**src/logic/amp_ctl_pkg.sv**
```systemverilog
// constants, offsets and state encoding shared by the amplifier control master
package amp_ctl_pkg;
  // ***************************************************************
  // timing
  // ***************************************************************
  localparam int CLK_PERIOD_NS = 20;
  localparam int T_SCL_MIN_NS = 2500;
  localparam int T_HOLD_NS = 100;
  // half of the shortest allowed period, rounded up so the rate stays under the limit
  localparam int SCL_HALF_CYC = (T_SCL_MIN_NS + 2 * CLK_PERIOD_NS - 1) / (2 * CLK_PERIOD_NS);
  localparam int HOLD_CYC = (T_HOLD_NS + CLK_PERIOD_NS - 1) / CLK_PERIOD_NS;
  localparam int TMR_W = 7;
  // ***************************************************************
  // chip address
  // ***************************************************************
  localparam logic [5:0] ADDR_PREFIX = 6'h3E;
  localparam logic [2:0] LAST_BIT = 3'h7;
  // ***************************************************************
  // wishbone register map (byte addresses)
  // ***************************************************************
  localparam logic [7:0] OFS_CTRL = 8'h00;
  localparam logic [7:0] OFS_DATA = 8'h04;
  localparam logic [7:0] OFS_STATUS = 8'h08;
  localparam logic [7:0] OFS_MODE = 8'h0C;
  localparam logic [7:0] OFS_SPATIAL = 8'h10;
  localparam logic [7:0] OFS_MONO = 8'h14;
  localparam logic [7:0] OFS_LEFT = 8'h18;
  localparam logic [7:0] OFS_RIGHT = 8'h1C;
  localparam int CTRL_GO_BIT = 0;
  localparam int CTRL_LEVEL_BIT = 1;
  localparam logic [7:0] SHADOW_RST = 8'h00;
  // ***************************************************************
  // data byte decode
  // ***************************************************************
  localparam logic [1:0] TAG_SPATIAL = 2'h1;
  localparam logic [2:0] TAG_MONO = 3'h4;
  localparam logic [2:0] TAG_LEFT = 3'h6;
  localparam logic [2:0] TAG_RIGHT = 3'h7;
  // ***************************************************************
  // link state, gray along the usual path except the STOPR to IDLE step
  // ***************************************************************
  typedef enum logic [3:0] {
    ST_IDLE = 4'h0,
    ST_START = 4'h1,
    ST_LOW = 4'h3,
    ST_HIGH = 4'h2,
    ST_ACKL = 4'h6,
    ST_ACKH = 4'h7,
    ST_STOPL = 4'h5,
    ST_STOPH = 4'h4,
    ST_STOPR = 4'hC
  } link_st_t;
endpackage : amp_ctl_pkg

```
**src/logic/half_tmr_if.sv**
```systemverilog
// half-period timer handshake between the sequencer and its timer
`timescale 1ns/10ps
interface half_tmr_if #(parameter int W = 7);
  logic en;
  logic tick;
  logic [W-1:0] cnt;
  modport timer (input en, output tick, output cnt);
  modport user (output en, input tick, input cnt);
endinterface : half_tmr_if

```
**src/logic/in_sync.sv**
```systemverilog
// two-stage synchroniser for inputs from outside the clock domain
`timescale 1ns/10ps
module in_sync #(
  parameter int W = 1
) (
  input wire logic clk_i,
  input wire logic rst_i,
  input wire logic [W-1:0] d_i,
  output logic [W-1:0] q_o
);
  logic [W-1:0] meta_q;
  logic [W-1:0] sync_q;
  // idle bus level is high, so reset to ones
  always_ff @(posedge clk_i) begin
    if (rst_i) begin
      meta_q <= '1;
      sync_q <= '1;
    end else begin
      meta_q <= d_i;
      sync_q <= meta_q;
    end
  end
  assign q_o = sync_q;
endmodule : in_sync

```
**src/logic/half_tmr.sv**
```systemverilog
// counts one half of a serial clock period while enabled
`timescale 1ns/10ps
module half_tmr #(
  parameter int W = 7,
  parameter int HALF = 63
) (
  input wire logic clk_i,
  input wire logic rst_i,
  half_tmr_if.timer t
);
  logic [W-1:0] cnt_q;
  logic [W-1:0] cnt_d;
  logic tick;
  always_comb begin
    tick = t.en && (cnt_q == W'(HALF - 1));
    if (!t.en || tick) begin
      cnt_d = '0;
    end else begin
      cnt_d = cnt_q + W'(1);
    end
  end
  always_ff @(posedge clk_i) begin
    if (rst_i) begin
      cnt_q <= '0;
    end else begin
      cnt_q <= cnt_d;
    end
  end
  assign t.tick = tick;
  assign t.cnt = cnt_q;
endmodule : half_tmr

```
**src/logic/amp_ctl_master.sv**
```systemverilog
// wishbone-driven two-wire master that programs the amplifier control registers
//
// Decided for this implementation: the register addresses and the Wishbone interface to the registers.
`timescale 1ns/10ps
module amp_ctl_master (
  input wire logic clk_i,
  input wire logic rst_i,
  input wire logic [7:0] wb_adr_i,
  input wire logic [31:0] wb_dat_i,
  input wire logic [3:0] wb_sel_i,
  input wire logic wb_we_i,
  input wire logic wb_cyc_i,
  input wire logic wb_stb_i,
  output logic [31:0] wb_dat_o,
  output logic wb_ack_o,
  output logic scl_o,
  input wire logic sda_i,
  output logic sda_o,
  output logic sda_oe_o
);
  // ***************************************************************
  // declarations
  // ***************************************************************
  amp_ctl_pkg::link_st_t state_q, state_d;
  logic [2:0] bit_cnt_q, bit_cnt_d;
  logic [7:0] shreg_q, shreg_d;
  logic byte_sel_q, byte_sel_d;
  logic addr_nack_q, addr_nack_d;
  logic data_nack_q, data_nack_d;
  logic done_q, done_d;
  logic scl_q, scl_d;
  logic sda_oe_q, sda_oe_d;
  logic sda_lo_q;
  logic byte_taken;
  logic sda_s;
  logic ack_q, ack_d;
  logic [31:0] dat_q, dat_d;
  logic go_q, go_d;
  logic level_q, level_d;
  logic [7:0] data_q, data_d;
  logic [7:0] mode_q, mode_d;
  logic [7:0] spat_q, spat_d;
  logic [4:0] mono_q, mono_d;
  logic [4:0] left_q, left_d;
  logic [4:0] right_q, right_d;
  logic wb_req;
  logic wb_wr;
  logic idle;
  half_tmr_if #(.W(amp_ctl_pkg::TMR_W)) tmr ();
  // ***************************************************************
  // helpers
  // ***************************************************************
  in_sync #(.W(1)) u_sda_sync (
    .clk_i(clk_i),
    .rst_i(rst_i),
    .d_i(sda_i),
    .q_o(sda_s)
  );
  half_tmr #(
    .W(amp_ctl_pkg::TMR_W),
    .HALF(amp_ctl_pkg::SCL_HALF_CYC)
  ) u_tmr (
    .clk_i(clk_i),
    .rst_i(rst_i),
    .t(tmr.timer)
  );
  assign tmr.en = (state_q != amp_ctl_pkg::ST_IDLE);
  assign idle = (state_q == amp_ctl_pkg::ST_IDLE) && !go_q;
  // ***************************************************************
  // link sequencer
  // ***************************************************************
  always_comb begin
    state_d = state_q;
    bit_cnt_d = bit_cnt_q;
    shreg_d = shreg_q;
    byte_sel_d = byte_sel_q;
    addr_nack_d = addr_nack_q;
    data_nack_d = data_nack_q;
    done_d = done_q;
    byte_taken = 1'b0;
    case (state_q)
      amp_ctl_pkg::ST_IDLE: begin
        if (go_q) begin
          state_d = amp_ctl_pkg::ST_START;
          shreg_d = {amp_ctl_pkg::ADDR_PREFIX, level_q, 1'b0};
          bit_cnt_d = amp_ctl_pkg::LAST_BIT;
          byte_sel_d = 1'b0;
          addr_nack_d = 1'b0;
          data_nack_d = 1'b0;
          done_d = 1'b0;
        end
      end
      amp_ctl_pkg::ST_START: begin
        if (tmr.tick) begin
          state_d = amp_ctl_pkg::ST_LOW;
        end
      end
      amp_ctl_pkg::ST_LOW: begin
        if (tmr.tick) begin
          state_d = amp_ctl_pkg::ST_HIGH;
        end
      end
      amp_ctl_pkg::ST_HIGH: begin
        if (tmr.tick) begin
          shreg_d = {shreg_q[6:0], 1'b0};
          bit_cnt_d = bit_cnt_q - 3'h1;
          if (bit_cnt_q == 3'h0) begin
            state_d = amp_ctl_pkg::ST_ACKL;
          end else begin
            state_d = amp_ctl_pkg::ST_LOW;
          end
        end
      end
      amp_ctl_pkg::ST_ACKL: begin
        if (tmr.tick) begin
          state_d = amp_ctl_pkg::ST_ACKH;
        end
      end
      amp_ctl_pkg::ST_ACKH: begin
        if (tmr.tick) begin
          if (!byte_sel_q) begin
            if (sda_s) begin
              addr_nack_d = 1'b1;
              state_d = amp_ctl_pkg::ST_STOPL;
            end else begin
              byte_sel_d = 1'b1;
              shreg_d = data_q;
              bit_cnt_d = amp_ctl_pkg::LAST_BIT;
              state_d = amp_ctl_pkg::ST_LOW;
            end
          end else begin
            data_nack_d = sda_s;
            byte_taken = !sda_s;
            state_d = amp_ctl_pkg::ST_STOPL;
          end
        end
      end
      amp_ctl_pkg::ST_STOPL: begin
        if (tmr.tick) begin
          state_d = amp_ctl_pkg::ST_STOPH;
        end
      end
      amp_ctl_pkg::ST_STOPH: begin
        if (tmr.tick) begin
          state_d = amp_ctl_pkg::ST_STOPR;
        end
      end
      amp_ctl_pkg::ST_STOPR: begin
        if (tmr.tick) begin
          state_d = amp_ctl_pkg::ST_IDLE;
          done_d = 1'b1;
        end
      end
      default: begin
        state_d = amp_ctl_pkg::ST_IDLE;
      end
    endcase
  end
  // ***************************************************************
  // pin drive
  // ***************************************************************
  always_comb begin
    case (state_d)
      amp_ctl_pkg::ST_LOW, amp_ctl_pkg::ST_ACKL, amp_ctl_pkg::ST_STOPL: scl_d = 1'b0;
      default: scl_d = 1'b1;
    endcase
    sda_oe_d = sda_oe_q;
    // data moves in low halves after the hold time; only the START and STOPR edges move it while clock is high
    case (state_q)
      amp_ctl_pkg::ST_IDLE: sda_oe_d = 1'b0;
      amp_ctl_pkg::ST_START: sda_oe_d = 1'b1;
      amp_ctl_pkg::ST_LOW: begin
        if (tmr.cnt >= amp_ctl_pkg::TMR_W'(amp_ctl_pkg::HOLD_CYC)) begin
          sda_oe_d = !shreg_q[7];
        end
      end
      amp_ctl_pkg::ST_ACKL: begin
        if (tmr.cnt >= amp_ctl_pkg::TMR_W'(amp_ctl_pkg::HOLD_CYC)) begin
          sda_oe_d = 1'b0;
        end
      end
      amp_ctl_pkg::ST_STOPL: begin
        if (tmr.cnt >= amp_ctl_pkg::TMR_W'(amp_ctl_pkg::HOLD_CYC)) begin
          sda_oe_d = 1'b1;
        end
      end
      amp_ctl_pkg::ST_STOPR: sda_oe_d = 1'b0;
      default: sda_oe_d = sda_oe_q;
    endcase
  end
  always_ff @(posedge clk_i) begin
    if (rst_i) begin
      state_q <= amp_ctl_pkg::ST_IDLE;
      bit_cnt_q <= 3'h0;
      shreg_q <= 8'h00;
      byte_sel_q <= 1'b0;
      addr_nack_q <= 1'b0;
      data_nack_q <= 1'b0;
      done_q <= 1'b0;
      scl_q <= 1'b1;
      sda_oe_q <= 1'b0;
      sda_lo_q <= 1'b0;
    end else begin
      state_q <= state_d;
      bit_cnt_q <= bit_cnt_d;
      shreg_q <= shreg_d;
      byte_sel_q <= byte_sel_d;
      addr_nack_q <= addr_nack_d;
      data_nack_q <= data_nack_d;
      done_q <= done_d;
      scl_q <= scl_d;
      sda_oe_q <= sda_oe_d;
      sda_lo_q <= 1'b0;
    end
  end
  assign scl_o = scl_q;
  assign sda_oe_o = sda_oe_q;
  assign sda_o = sda_lo_q;
  // ***************************************************************
  // wishbone slave and shadow copies
  // ***************************************************************
  assign wb_req = wb_cyc_i && wb_stb_i && !ack_q;
  assign wb_wr = wb_req && wb_we_i && wb_sel_i[0];
  always_comb begin
    ack_d = wb_req;
    dat_d = dat_q;
    go_d = 1'b0;
    level_d = level_q;
    data_d = data_q;
    mode_d = mode_q;
    spat_d = spat_q;
    mono_d = mono_q;
    left_d = left_q;
    right_d = right_q;
    // writes while a transfer runs are ignored so the byte on the wire stays intact
    if (wb_wr && idle) begin
      if (wb_adr_i == amp_ctl_pkg::OFS_CTRL) begin
        go_d = wb_dat_i[amp_ctl_pkg::CTRL_GO_BIT];
        level_d = wb_dat_i[amp_ctl_pkg::CTRL_LEVEL_BIT];
      end
      if (wb_adr_i == amp_ctl_pkg::OFS_DATA) begin
        data_d = wb_dat_i[7:0];
      end
    end
    if (wb_req) begin
      case (wb_adr_i)
        amp_ctl_pkg::OFS_CTRL: dat_d = {30'h0, level_q, 1'b0};
        amp_ctl_pkg::OFS_DATA: dat_d = {24'h0, data_q};
        amp_ctl_pkg::OFS_STATUS: dat_d = {28'h0, done_q, data_nack_q, addr_nack_q, !idle};
        amp_ctl_pkg::OFS_MODE: dat_d = {24'h0, mode_q};
        amp_ctl_pkg::OFS_SPATIAL: dat_d = {24'h0, spat_q};
        amp_ctl_pkg::OFS_MONO: dat_d = {27'h0, mono_q};
        amp_ctl_pkg::OFS_LEFT: dat_d = {27'h0, left_q};
        amp_ctl_pkg::OFS_RIGHT: dat_d = {27'h0, right_q};
        default: dat_d = 32'h0;
      endcase
    end
    // copies track only bytes the device acknowledged
    if (byte_taken) begin
      if (!data_q[7] && !data_q[6] && !data_q[4]) begin
        mode_d = data_q;
      end else if (data_q[7:6] == amp_ctl_pkg::TAG_SPATIAL) begin
        spat_d = data_q;
      end else if (data_q[7:5] == amp_ctl_pkg::TAG_MONO) begin
        mono_d = data_q[4:0];
      end else if (data_q[7:5] == amp_ctl_pkg::TAG_LEFT) begin
        left_d = data_q[4:0];
      end else if (data_q[7:5] == amp_ctl_pkg::TAG_RIGHT) begin
        right_d = data_q[4:0];
      end
    end
  end
  always_ff @(posedge clk_i) begin
    if (rst_i) begin
      ack_q <= 1'b0;
      dat_q <= 32'h0;
      go_q <= 1'b0;
      level_q <= 1'b0;
      data_q <= amp_ctl_pkg::SHADOW_RST;
      mode_q <= amp_ctl_pkg::SHADOW_RST;
      spat_q <= amp_ctl_pkg::SHADOW_RST;
      mono_q <= 5'h00;
      left_q <= 5'h00;
      right_q <= 5'h00;
    end else begin
      ack_q <= ack_d;
      dat_q <= dat_d;
      go_q <= go_d;
      level_q <= level_d;
      data_q <= data_d;
      mode_q <= mode_d;
      spat_q <= spat_d;
      mono_q <= mono_d;
      left_q <= left_d;
      right_q <= right_d;
    end
  end
  assign wb_ack_o = ack_q;
  assign wb_dat_o = dat_q;
endmodule : amp_ctl_master

```
**config.mk**
```make
export PLATFORM = sky130hd
export DESIGN_NAME = amp_ctl_master
export DESIGN_NICKNAME = d
export VERILOG_FILES = /design/src/logic/amp_ctl_pkg.sv /design/src/logic/half_tmr_if.sv /design/src/logic/in_sync.sv /design/src/logic/half_tmr.sv /design/src/logic/amp_ctl_master.sv
export SDC_FILE = /design/constraint.sdc
export NUM_CORES = 1
export LEC_CHECK = 0
export BUFFER_PORTS_ARGS = -buffer_cell sky130_fd_sc_hd__buf_2
export CAP_MARGIN = 20
export CORE_MARGIN = 2
export CORE_UTILIZATION = 25
export DETAILED_ROUTE_END_ITERATION = 16
export PLACE_DENSITY = 0.44
export SYNTH_ARGS = -nofsm -noshare
export SYNTH_HDL_FRONTEND = slang
export SYNTH_SLANG_ARGS = --single-unit
```
**constraint.sdc**
```tcl
create_clock -name clk_i -period 2.2 [get_ports clk_i]
set_clock_uncertainty 0.15 [all_clocks]
set_input_delay 0.44 -clock clk_i [delete_from_list [all_inputs] [get_ports clk_i]]
set_output_delay 0.44 -clock clk_i [all_outputs]
set_load 0.01 [all_outputs]
```
==> reports/results.txt <==
CTS tree: built
Post-CTS Setup Bufs: 0
Fin. Hold Viols: 0
Yosys warning count: 0
CTS resizes: 0
Hold-fix buffers, CTS: 0
HP Class: primary input to flip-flop
Crit-path max FO: 5
Synth top area share: 40.4%
Crit Path Class: flip-flop to flip-flop
Netlist cell types: 55
Power Density: 614 nW/um^2
CP Depth: 9
Bufs and invs on worst path: 2
DP Wirelength: 7.37 mm
Seq/Total Area, Yosys: 40.4%
Post-Route WL: 9.76 mm
Routed Antenna Nets: 0
Post-route worst setup slack: 0.109 ns
Diode count: 0
Area of the multi-input gates: 2140 um^2
DRT Pass-1 Iters: 4
Final Cycle Share: 95.0%
Layout area overhead: 21.3%
R2r worst-path depth: 9
Top cells by area, synth: dfxtp_1 (40%), mux2i_1 (11%), nor2_1 (7.2%)
Lkg Pwr: 1.97 nW
Largest net degree at the start of global routing: 47
Vias after detailed routing: 3133
Area leader, netlist: dfxtp_1
Initial antenna violation count: 0
Post-synth EDFFs: 0
DRC: 0
# setup viols final: 0
Clock sinks: 80
Pre-CTS setup slack: 0.0432 ns
Final Power: 2.96 mW
Required time worst endpoint: 2.26 ns
Cell Rows: 46
Synth cell count leaders: dfxtp_1 (80), nor2_1 (76), mux2i_1 (43)
Final nets: 549
Drt wl/cell: 13.7 um
Crit-path most repeated cell: nor4b_4
Die Wd: 130 um
Storage cell area: 1610 um^2
Final min period: 2.09 ns
Root buffer cell: clkbuf_16
Final RePlAce weighted congestion: 0.819
Worst VDD drop: 0.000262 V
Design Area, Final: 4810 um^2
Dominant synthesized flop cell: dfxtp_1
Die height: 130 um
Startpoint Class: flip-flop
Post-synth ARST share: 0%
Avg Vias per Cell: 4.39
Core footprint: 15700 um^2
Share of post-route cells with drive strength above 1: 23.1%
Post-Syn Instances: 442
Mapped Area: 3970 um^2
Total gr overflow: 0
Status: completed
Total GRT Usage: 12.3%
Initial Utilization: 25.3%
Vias in the first global route: 3087
Slowest CP cell: nor4b_4
H-Tree Depth: 3
Crit-path leading delay family: simple AND/OR/NAND/NOR gates
Max-Cap Viols: 0
Critical Path AT: 2.15 ns
DIE AREA: 16900 um^2
Clock-pin slew on the worst setup and hold paths: 0.06 ns
Post-Place Cell Area: 4500 um^2
Global-route wire length before repair: 16.1 mm
Crit-path cells: inv_2 -> ha_4 -> nand3b_1 -> nor4b_4 -> nand3_2 -> nor4b_4 -> buf_6 -> mux2i_1 -> nor2_1
Register bit total from synthesis: 80
Leading cell type by number of instances after synthesis: dfxtp_1
Worst Setup End Kind: flip-flop
Bufs on Longest Clock Path: 2
# port buffers: 33
Ports: 86
Max frequency: 478 MHz
Fill cells: 1696
Max incr delay on CP: 0.35 ns
Worst-Skew Late Latency: 0.33 ns
Synthesized area per cell: 8.98 um^2
Setup TNS: 0 ns
TritonCTS Buffers: 9
RSZ-0062 raised after global routing: yes
Slew Limit Fails: 0
DR iter-0 viols: 86
Worst Hold Depth: 2
-- layer usage --
layer	share of wire (%)	routed length, um	global-route usage [%]
met5	0	0	0
met4	2.5	247	4.87
met3	2.9	280	2.83
met2	50	4850	20.8
met1	45	4390	15.2
-- report_power, final --
group	internal, mW	switching, mW	leakage [nW]
clock	0.816	0.566	0.134
combinational	0.0408	0.0826	1.19
sequential	1.45	0.00112	0.647
-- stage by stage --
stage,instances,util (%),hold WS (ns)
3_5_place_dp,699,28.6,0.262
2_1_floorplan,466,-,0.239
5_1_grt,714,30.6,0.138
6_report,714,30.6,0.140
4_1_cts,714,30.4,0.132
3_3_place_gp,699,28.6,0.250
-- cells by family (layout without fill, tap and decap cells) --
logic type | after synthesis | count (layout) | synth area share [%]
buffers and inverters | 66 | 98 | 8.92
adders and majority gates | 5 | 5 | 1.58
xor gates and xnor gates | 10 | 10 | 2.21
other | 1 | 25 | 0.0945
and+or+nand+nor | 156 | 156 | 20.7
DFF | 80 | 80 | 40.4
muxes | 51 | 51 | 14.0
AOI/OAI and AO/OA | 73 | 73 | 12.2
-- final cells by class --
class | instances | share of cell area, %
clock buffer | 12 | 5.33
clock inverter | 3 | 0.364
inverter | 11 | 0.858
multi-input combinational | 320 | 44.4
sequential | 80 | 33.4
tap | 216 | 5.61
timing repair buffer | 72 | 10.1
-- state kept, by name, indices dropped and copies added (netlist names), 4 cells and up --
signal and flops:
data_q 8, left_q 5, mode_q 8, mono_q 5
right_q 5, shreg_q 8, spat_q 8, state_q 4
u_tmr.t.cnt 7, wb_dat_o 8
-- layout by cell type (no fill, tap or decap), types with 3 or more instances in the layout --
cell | Yosys | layout
a211oi_1 | 6 | 6
a21oi_1 | 17 | 17
a22oi_1 | 6 | 6
a311oi_1 | 7 | 7
and2_1 | 4 | 4
buf_2 | 3 | 33
buf_4 | 25 | 36
clkbuf_16 | 0 | 9
conb_1 | 1 | 25
dfxtp_1 | 80 | 76
dfxtp_2 | 0 | 4
ha_1 | 5 | 4
inv_1 | 11 | 10
mux2_2 | 5 | 5
mux2i_1 | 43 | 43
mux4_2 | 3 | 3
nand2_1 | 21 | 21
nand2b_1 | 6 | 6
nand3_1 | 7 | 7
nand3b_1 | 6 | 6
nand4_1 | 3 | 3
nor2_1 | 76 | 75
nor2b_1 | 5 | 5
nor3_1 | 5 | 4
nor3b_1 | 3 | 3
nor4_1 | 3 | 3
o21ai_0 | 13 | 13
o22ai_1 | 8 | 8
or2_2 | 3 | 3
xnor2_1 | 6 | 6
xor2_1 | 4 | 4
-- worst paths after layout --
| path | end | slack [ns] | startpoint |
|---|---|---|---|
| setup / recovery | mono_q[2]$_SDFFE_PP0P_ | 0.11 | u_tmr.t.cnt[0]$_SDFF_PP0_ |
| hold / removal | u_sda_sync.meta_q$_SDFF_PP1_ | 0.14 | sda_i |
| setup reg to reg | mono_q[2]$_SDFFE_PP0P_ | 0.11 | u_tmr.t.cnt[0]$_SDFF_PP0_ |
| hold reg to reg | u_sda_sync.q_o$_SDFF_PP1_ | 0.27 | u_sda_sync.meta_q$_SDFF_PP1_ |
Power figures use the tool's default switching activity.
